==> config.mk <==
export PLATFORM = sky130hd
export DESIGN_NAME = uib_regs
export DESIGN_NICKNAME = d
export VERILOG_FILES = /design/src/common/uib_pkg.sv /design/src/logic/uib_regs.sv
export VERILOG_INCLUDE_DIRS = /design/src /design/src/common
export SDC_FILE = /design/constraint.sdc
export NUM_CORES = 1
export LEC_CHECK = 0
export BUFFER_PORTS_ARGS = -buffer_cell sky130_fd_sc_hd__buf_4
export CAP_MARGIN = 20
export CORE_ASPECT_RATIO = 0.8
export CORE_MARGIN = 4
export CORE_UTILIZATION = 45
export CTS_CLUSTER_DIAMETER = 80
export DETAILED_ROUTE_END_ITERATION = 8
export GPL_TIMING_DRIVEN = 0
export PLACE_DENSITY = 0.69
export SLEW_MARGIN = 20
export SYNTH_ARGS = -nofsm -noshare
export SYNTH_HDL_FRONTEND = slang
export SYNTH_SLANG_ARGS = --single-unit
==> constraint.sdc <==
create_clock -name i_mclk -period 3.8 [get_ports i_mclk]
set_input_delay 0.76 -clock i_mclk [delete_from_list [all_inputs] [get_ports i_mclk]]
set_output_delay 0.76 -clock i_mclk [all_outputs]
set_load 0.01 [all_outputs]
==> src/common/uib_cfg.svh <==
/*
 Offsets, field positions, reset values and timing counts of the
 serial channel's interrupt, baud and handshake registers.
 Assumes a 32-bit Avalon-MM slave port with byte addresses.
*/
// What this block does
// - Interrupt asserts when any status bit and its mask bit are both set.
// - A cleared mask bit keeps its status bit out of the interrupt.
// - Status and mask share one address; reads give status, writes set mask.
// - Status bits show the true source state regardless of mask.
// - Module reset clears latched status bits 7 and 2; bits 1 and 0 stay live copies of their sources.
// - Bit 7 sets on clear-to-send change when handshake interrupt enabled.
// - Bit 2 sets on break start or end; cleared by reset-break-change command.
// - Bit 1 copies receiver ready or FIFO full by mode select bit.
// - Bit 0 copies transmit holding empty.
// - Characters written while transmit holding empty is low are not sent.
// - High byte and low byte concatenate into the bus clock divider.
// - Both divider bytes are write-only and read back as zero.
// - Input port bit 0 returns clear-to-send pin level latched at read.
// - Reading the change register clears the change-of-state status bit.
// - Handshake interrupt enable gates clear-to-send changes into bit 7.
// - Bus clock is divided by the fixed prescaler, then by the divider.
`ifndef UIB_CFG_SVH
`define UIB_CFG_SVH

// ----------------------------------------
// Register word indices (byte address / 4)
// ----------------------------------------
`define UIB_IDX_STATUS   4'h0
`define UIB_IDX_BAUD_HI  4'h1
`define UIB_IDX_BAUD_LO  4'h2
`define UIB_IDX_INPORT   4'h3
`define UIB_IDX_CHANGE   4'h4
`define UIB_IDX_AUX      4'h5
`define UIB_IDX_MODE     4'h6
`define UIB_IDX_CMD      4'h7
`define UIB_IDX_TXDATA   4'h8

// ----------------------------------------
// Field positions
// ----------------------------------------
`define UIB_BIT_COS      7
`define UIB_BIT_BRK      2
`define UIB_BIT_RXSEL    1
`define UIB_BIT_TRANSMIT_HOLDING_EMPTY    0
`define UIB_BIT_CHG_COS  4
`define UIB_BIT_CTS      0
`define UIB_BIT_HS_EN    0
`define UIB_BIT_FFSEL    0
`define UIB_BIT_RST_BRK  0
`define UIB_MASK_VALID   8'h87

// ----------------------------------------
// Reset values and timing counts
// ----------------------------------------
`define UIB_RST_MASK     8'h00
`define UIB_RST_BAUD_HI  8'h00
`define UIB_RST_BAUD_LO  8'h00
`define UIB_RST_CTS      1'b1
`define UIB_DIV_MIN      16'h0002
`define UIB_PRESCALE     32
`define UIB_PRE_W        5
`define UIB_PRE_LAST     5'h1F

`endif

==> src/common/uib_pkg.sv <==
/*
 Types of the serial channel register block.
 Assumes uib_cfg.svh for all numeric constants.
*/
package uib_pkg;

    // ----------------------------------------
    // Bus handshake states (Gray order)
    // ----------------------------------------
    typedef enum logic [1:0]
    {
        UIB_BUS_IDLE = 2'h0,
        UIB_BUS_ACK  = 2'h1
    } uib_bus_state_t;

    typedef logic [7:0] uib_byte_t;

endpackage

==> src/logic/uib_regs.sv <==
/*
 Interrupt status/mask, baud divider, handshake input and transmit
 gate of one serial channel, reached over Avalon-MM with waitrequest.
 Assumes receiver and transmitter engines on the same clock drive the
 ready, full, break-change and holding-empty inputs; the clear-to-send
 pin is asynchronous.
*/
`include "uib_cfg.svh"
`timescale 1ns/10ps
`default_nettype none

module uib_regs
(
    input  wire logic                  i_mclk,
    input  wire logic                  i_arst_n,
    input  wire logic [5:0]            i_address,
    input  wire logic                  i_read,
    input  wire logic                  i_write,
    input  wire logic [31:0]           i_writedata,
    input  wire logic [3:0]            i_byteenable,
    output logic      [31:0]           o_readdata,
    output logic                       o_waitrequest,
    input  wire logic                  i_cts_pin_n,
    input  wire logic                  i_break_change,
    input  wire logic                  i_rx_ready,
    input  wire logic                  i_fifo_full,
    input  wire logic                  i_tx_holding_empty,
    output logic                       o_tx_load,
    output uib_pkg::uib_byte_t         o_tx_data,
    output logic                       o_baud_tick,
    output logic                       o_irq
);
    import uib_pkg::*;

    // ----------------------------------------
    // Decode
    // ----------------------------------------
    function automatic logic hit
    (
        input logic [3:0] idx,
        input logic [3:0] code
    );
        hit = (idx == code);
    endfunction

    logic [3:0]     idx;
    logic           acc_rd;
    logic           acc_wr;
    uib_bus_state_t state_reg;
    uib_bus_state_t state_next;
    logic           wait_reg;
    logic           wait_next;
    logic [31:0]    rdata_reg;
    logic [31:0]    rdata_next;

    logic [2:0]     sync_reg;
    logic [2:0]     sync_next;
    logic           cts_reg;
    logic           cts_next;
    logic           cts_event;

    logic           cos_reg;
    logic           cos_next;
    logic           chg_reg;
    logic           chg_next;
    logic           brk_reg;
    logic           brk_next;
    uib_byte_t      mask_reg;
    uib_byte_t      mask_next;
    logic           hs_en_reg;
    logic           hs_en_next;
    logic           ffsel_reg;
    logic           ffsel_next;
    uib_byte_t      baud_hi_reg;
    uib_byte_t      baud_hi_next;
    uib_byte_t      baud_lo_reg;
    uib_byte_t      baud_lo_next;
    uib_byte_t      status;
    uib_byte_t      masked;
    logic           irq_reg;
    logic           irq_next;

    logic           tx_load_reg;
    logic           tx_load_next;
    uib_byte_t      tx_data_reg;
    uib_byte_t      tx_data_next;

    logic [15:0]    divider;
    logic [`UIB_PRE_W-1:0] pre_reg;
    logic [`UIB_PRE_W-1:0] pre_next;
    logic [15:0]    div_cnt_reg;
    logic [15:0]    div_cnt_next;
    logic           tick_reg;
    logic           tick_next;

    assign idx    = i_address[5:2];
    assign acc_rd = (state_reg == UIB_BUS_ACK) && i_read;
    assign acc_wr = (state_reg == UIB_BUS_ACK) && i_write && i_byteenable[0];

    // ----------------------------------------
    // Status vector and interrupt
    // ----------------------------------------
    always_comb
    begin
        status                 = 8'h00;
        status[`UIB_BIT_COS]   = cos_reg;
        status[`UIB_BIT_BRK]   = brk_reg;
        // Live copies, never latched, so reset has no say
        status[`UIB_BIT_RXSEL] = ffsel_reg ? i_fifo_full : i_rx_ready;
        status[`UIB_BIT_TRANSMIT_HOLDING_EMPTY] = i_tx_holding_empty;
    end

    genvar g;
    generate
        for (g = 0; g < 8; g++)
        begin : g_mask
            assign masked[g] = status[g] & mask_reg[g];
        end
    endgenerate

    always_comb
    begin
        irq_next = |masked;
    end

    // ----------------------------------------
    // Bus handshake
    // ----------------------------------------
    // One idle cycle then one ack cycle; fixed, easy to check
    always_comb
    begin
        state_next = state_reg;
        wait_next  = 1'b1;
        rdata_next = rdata_reg;
        case (state_reg)
            UIB_BUS_IDLE:
            begin
                if (i_read || i_write)
                begin
                    state_next = UIB_BUS_ACK;
                    wait_next  = 1'b0;
                    rdata_next = 32'h0000_0000;
                    if (i_read)
                    begin
                        case (idx)
                            `UIB_IDX_STATUS:
                            begin
                                rdata_next[7:0] = status;
                            end
                            `UIB_IDX_INPORT:
                            begin
                                rdata_next[`UIB_BIT_CTS] = cts_reg;
                            end
                            `UIB_IDX_CHANGE:
                            begin
                                rdata_next[`UIB_BIT_CHG_COS] = chg_reg;
                                rdata_next[`UIB_BIT_CTS]     = cts_reg;
                            end
                            `UIB_IDX_AUX:
                            begin
                                rdata_next[`UIB_BIT_HS_EN] = hs_en_reg;
                            end
                            `UIB_IDX_MODE:
                            begin
                                rdata_next[`UIB_BIT_FFSEL] = ffsel_reg;
                            end
                            // Divider bytes and unmapped read as zero
                            default:
                            begin
                                rdata_next = 32'h0000_0000;
                            end
                        endcase
                    end
                end
            end
            UIB_BUS_ACK:
            begin
                state_next = UIB_BUS_IDLE;
            end
            default:
            begin
                state_next = UIB_BUS_IDLE;
            end
        endcase
    end

    always_ff @(posedge i_mclk or negedge i_arst_n)
    begin
        if (!i_arst_n)
        begin
            state_reg <= UIB_BUS_IDLE;
            wait_reg  <= 1'b1;
            rdata_reg <= 32'h0000_0000;
        end
        else
        begin
            state_reg <= state_next;
            wait_reg  <= wait_next;
            rdata_reg <= rdata_next;
        end
    end

    // ----------------------------------------
    // Clear-to-send synchroniser
    // ----------------------------------------
    // Level moves only when stages two and three agree
    always_comb
    begin
        sync_next = {sync_reg[1:0], i_cts_pin_n};
        cts_event = (sync_reg[1] == sync_reg[2]) && (sync_reg[2] != cts_reg);
        cts_next  = cts_event ? sync_reg[2] : cts_reg;
    end

    always_ff @(posedge i_mclk or negedge i_arst_n)
    begin
        if (!i_arst_n)
        begin
            sync_reg <= {3{`UIB_RST_CTS}};
            cts_reg  <= `UIB_RST_CTS;
        end
        else
        begin
            sync_reg <= sync_next;
            cts_reg  <= cts_next;
        end
    end

    // ----------------------------------------
    // Flags and control registers
    // ----------------------------------------
    // Set beats clear in the same cycle, so no event is lost
    always_comb
    begin
        cos_next     = cos_reg;
        chg_next     = chg_reg;
        brk_next     = brk_reg;
        mask_next    = mask_reg;
        hs_en_next   = hs_en_reg;
        ffsel_next   = ffsel_reg;
        baud_hi_next = baud_hi_reg;
        baud_lo_next = baud_lo_reg;
        if (acc_rd && hit(idx, `UIB_IDX_CHANGE))
        begin
            cos_next = 1'b0;
            chg_next = 1'b0;
        end
        if (cts_event)
        begin
            chg_next = 1'b1;
            if (hs_en_reg)
            begin
                cos_next = 1'b1;
            end
        end
        if (acc_wr && hit(idx, `UIB_IDX_CMD) && i_writedata[`UIB_BIT_RST_BRK])
        begin
            brk_next = 1'b0;
        end
        if (i_break_change)
        begin
            brk_next = 1'b1;
        end
        if (acc_wr && hit(idx, `UIB_IDX_STATUS))
        begin
            mask_next = i_writedata[7:0] & `UIB_MASK_VALID;
        end
        if (acc_wr && hit(idx, `UIB_IDX_AUX))
        begin
            hs_en_next = i_writedata[`UIB_BIT_HS_EN];
        end
        if (acc_wr && hit(idx, `UIB_IDX_MODE))
        begin
            ffsel_next = i_writedata[`UIB_BIT_FFSEL];
        end
        if (acc_wr && hit(idx, `UIB_IDX_BAUD_HI))
        begin
            baud_hi_next = i_writedata[7:0];
        end
        if (acc_wr && hit(idx, `UIB_IDX_BAUD_LO))
        begin
            baud_lo_next = i_writedata[7:0];
        end
    end

    always_ff @(posedge i_mclk or negedge i_arst_n)
    begin
        if (!i_arst_n)
        begin
            cos_reg     <= 1'b0;
            chg_reg     <= 1'b0;
            brk_reg     <= 1'b0;
            mask_reg    <= `UIB_RST_MASK;
            hs_en_reg   <= 1'b0;
            ffsel_reg   <= 1'b0;
            baud_hi_reg <= `UIB_RST_BAUD_HI;
            baud_lo_reg <= `UIB_RST_BAUD_LO;
            irq_reg     <= 1'b0;
        end
        else
        begin
            cos_reg     <= cos_next;
            chg_reg     <= chg_next;
            brk_reg     <= brk_next;
            mask_reg    <= mask_next;
            hs_en_reg   <= hs_en_next;
            ffsel_reg   <= ffsel_next;
            baud_hi_reg <= baud_hi_next;
            baud_lo_reg <= baud_lo_next;
            irq_reg     <= irq_next;
        end
    end

    // ----------------------------------------
    // Transmit holding gate
    // ----------------------------------------
    // A write with the holding register full is dropped here
    always_comb
    begin
        tx_load_next = acc_wr && hit(idx, `UIB_IDX_TXDATA) && i_tx_holding_empty;
        tx_data_next = tx_load_next ? i_writedata[7:0] : tx_data_reg;
    end

    always_ff @(posedge i_mclk or negedge i_arst_n)
    begin
        if (!i_arst_n)
        begin
            tx_load_reg <= 1'b0;
            tx_data_reg <= 8'h00;
        end
        else
        begin
            tx_load_reg <= tx_load_next;
            tx_data_reg <= tx_data_next;
        end
    end

    // ----------------------------------------
    // Baud generator
    // ----------------------------------------
    // Divider below minimum stops the tick rather than run too fast
    assign divider = {baud_hi_reg, baud_lo_reg};

    always_comb
    begin
        pre_next     = pre_reg;
        div_cnt_next = div_cnt_reg;
        tick_next    = 1'b0;
        if (divider < `UIB_DIV_MIN)
        begin
            pre_next     = '0;
            div_cnt_next = 16'h0000;
        end
        else
        begin
            pre_next = pre_reg + `UIB_PRE_W'(1);
            if (pre_reg == `UIB_PRE_LAST)
            begin
                if (div_cnt_reg >= divider - 16'h0001)
                begin
                    div_cnt_next = 16'h0000;
                    tick_next    = 1'b1;
                end
                else
                begin
                    div_cnt_next = div_cnt_reg + 16'h0001;
                end
            end
        end
    end

    always_ff @(posedge i_mclk or negedge i_arst_n)
    begin
        if (!i_arst_n)
        begin
            pre_reg     <= '0;
            div_cnt_reg <= 16'h0000;
            tick_reg    <= 1'b0;
        end
        else
        begin
            pre_reg     <= pre_next;
            div_cnt_reg <= div_cnt_next;
            tick_reg    <= tick_next;
        end
    end

    // ----------------------------------------
    // Outputs
    // ----------------------------------------
    assign o_readdata    = rdata_reg;
    assign o_waitrequest = wait_reg;
    assign o_tx_load     = tx_load_reg;
    assign o_tx_data     = tx_data_reg;
    assign o_baud_tick   = tick_reg;
    assign o_irq         = irq_reg;

endmodule

`default_nettype wire

==> impl_metrics.py <==
metrics = {
    "outcome": {
        "status": "complete, no violations",
    },
    "sta": {
        "tns_ns": 0,
        "hold_violations": 0,
        "rsz0062_at_grt": "no",
        "drv_slew": 0,
        "slew_headroom_pct": 44.1,
        "skew_ns": 0.00878,
        "worst_pin_slew_ns": 0.835,
        "setup_violations": 0,
        "period_minus_slack_ns": 3.49,
        "clock.fmax_ghz": 0.287,
        "finalCritPeriodShare_pct": 91.8,
    },
    "floorplan": {
        "die_w_um": 111,
        "core-area_mm2": 0.00806,
        "rows": 29,
        "ioPinCount": 95,
        "die_y_um": 90.1,
        "dieArea_mm2": 0.00996,
        "start_util_pct": 47.0,
    },
    "critical_path": {
        "slowest_delay_ns": 0.44,
        "cp-start-kind": "register",
        "critical_path.max_fanout": 10,
        "arrival_ns": 3.71,
        "required_ns": 4.03,
        "cpMostUsedCell": "or3_1",
        "crit_chain": "or3_1 > or2_2 > nor4_1 > xnor2_1 > ha_1 > nand4_1 > or3_1 > a31oi_1 > or4_1 > buf_2 > a21o_1 > buf_6 > nor2_4",
        "cp-end-kind": "register",
        "cpMaxStageDelayCell": "or3_1",
        "critPathKind": "reg2reg",
    },
    "cts": {
        "cts_setup_buffers": 0,
        "cts_sinks": 68,
        "cts_buffers": 9,
        "ctsHtreeMaxLevel": 3,
        "postCtsHoldBufs": 0,
        "clkTransAtPathRegs_ns": 0.08,
        "cts_buffer_depth": 2,
        "clk_latency_ns": 0.34,
        "cts_resized": 0,
        "cts-root-buf": "clkbuf_8",
        "cts_tree": "yes",
    },
    "synth": {
        "synth_area_leader_cell": "dfrtp_1",
        "synth_most_common_cell": "dfrtp_1",
        "synth_edf_count": 0,
        "yosysUniqueCellTypes": 48,
        "synthArstFlopShare_pct": 100,
        "ys.flop_type": "dfrtp_1",
        "syn_inst": 351,
        "yosysTopAreaCellShare_pct": 41.6,
        "yosys_register_bits": 68,
        "ys_seq_area_share_pct": 45.1,
        "syn_area_mm2": 0.00379,
        "synth.top_cells.by_count": "63 x dfrtp_1, 29 x mux2_2, 28 x buf_4",
        "avgSynthCellArea_um2": 10.8,
        "synth_warnings": 0,
        "ys_top_cells_by_area": "dfrtp_1 42%, mux2_2 8.6%, ha_1 6.6%",
    },
    "detailed_routing": {
        "drc": 0,
        "dr.first_iter.drc_count": 163,
        "viasPerCell": 5.06,
        "wire_per_inst_um": 14.9,
        "vias": 2716,
        "drt_pass1_iterations": 4,
        "routed_wl_mm": 7.99,
        "final_antenna_net_count": 0,
    },
    "finish": {
        "drive_gt1_share_pct": 30.8,
        "fin_util_pct": 55.6,
        "diodes": 0,
        "fill_cells": 740,
        "final_cell_area_mm2": 0.00448,
        "largest_reg_flops": 16,
        "fin_nets": 495,
        "area_delta_synth_final_pct": 18.2,
    },
    "place": {
        "place_congestion": 0.842,
        "dp.final_hpwl_mm": 6.13,
        "io_buffers": 36,
        "placed_area_mm2": 0.00429,
    },
    "run": {
        "drv_cap": 0,
    },
    "power": {
        "powerDensity_mw_per_mm2": 430,
        "p_leak_nw": 2.09,
        "vdd_drop_max_uv": 266,
    },
    "grt": {
        "grt_pass1_wl_mm": 13.5,
        "grt_use_total_pct": 16.5,
        "grt_max_degree": 69,
        "grt_pass1_vias": 2655,
        "antenna_found_initial": 0,
        "grt_overflow": 0,
    },
    "min_path": {
        "hp-class": "reg2reg",
    },
}
[final cells by class]
type | instances | area [um2] | area share, %
Inverter | 10 | 37.5 | 0.838
Buffer | 35 | 246 | 5.50
Clock inverter | 6 | 47.5 | 1.06
Multi-Input combinational cell | 264 | 1900 | 42.3
Clock buffer | 10 | 138 | 3.07
Timing Repair Buffer | 36 | 270 | 6.04
Sequential cell | 68 | 1710 | 38.1
Tap cell | 108 | 135 | 3.02
[path summary, 6_finish.rpt]
check | slack [ns] | from | end | cells past startpoint
worst max-delay path | 0.31 | baud_hi_reg[1] | div_cnt_reg[9] | 13
worst min-delay path | 0.36 | sync_reg[0] | sync_reg[1] | 0
worst max register to register | 0.31 | baud_hi_reg[1] | div_cnt_reg[9] | 13
worst min register to register | 0.36 | sync_reg[0] | sync_reg[1] | 0
max in group asynchronous | 2.73 | i_arst_n | cos_reg | 1
min in group asynchronous | 0.52 | i_arst_n | o_tx_data[6] | 1
[metrics by stage]
step	power, mW	hold WS (ns)	setup WS [ns]	cells
after floorplan	1.23	0.345	0.597	377
after global placement	1.36	0.347	0.330	521
after detailed placement	1.38	0.352	0.320	521
after CTS	1.95	0.364	0.302	537
after global routing	2.05	0.373	0.0103	537
final	1.92	0.363	0.311	537
[logic make-up (layout without fill, tap and decap cells)]
family	count (synthesis)	after routing	synth area share, %
mux	30	30	8.88
fa+ha+maj	20	20	6.60
flops	68	68	45.1
simple gates	125	125	19.3
buf+inv	45	97	7.49
other cells	1	27	0.0989
xor+xnor	26	26	6.01
compound gates	36	36	6.50
[per-layer routing]
metal	share of wire, %	vias to the layer above	GRT usage, %
li1	-	1329	-
met1	47	1293	23.8
met2	46	87	25.2
met3	6.5	7	4.16
met4	0.64	0	3.69
met5	0	-	0
[report_power, final]
part	switching [mW]	internal [mW]	total, mW
registers	0.0896	0.821	0.911
clock network	0.295	0.259	0.554
logic	0.235	0.224	0.459
[placed cells by master, fill, tap and decap left out, types with 9 or more instances in the layout]
| master | netlist | layout |
|---|---|---|
| buf_4 | 28 | 64 |
| dfrtp_1 | 63 | 63 |
| mux2_2 | 29 | 29 |
| conb_1 | 1 | 27 |
| nand2_1 | 25 | 25 |
| nor2_1 | 24 | 24 |
| ha_1 | 20 | 20 |
| xnor2_1 | 16 | 16 |
| nand4_1 | 12 | 12 |
| nand3_1 | 11 | 11 |
| inv_1 | 10 | 10 |
| xor2_1 | 10 | 10 |
| o21ai_0 | 10 | 10 |
| clkbuf_8 | 0 | 10 |
| nor2_4 | 9 | 9 |
[critical path: cells and delay by family (launching register included)]
| family | cells | cell delay [ns] |
|---|---|---|
| AO/OA/AOI/OAI | 2 | 0.34 |
| XOR/XNOR | 1 | 0.11 |
| buffers and inverters | 2 | 0.41 |
| AND/OR/NAND/NOR | 7 | 1.79 |
| flip-flops | 1 | 0.43 |
| adder cells (fa/ha/maj) | 1 | 0.29 |
(Power assumes the default switching activity.)
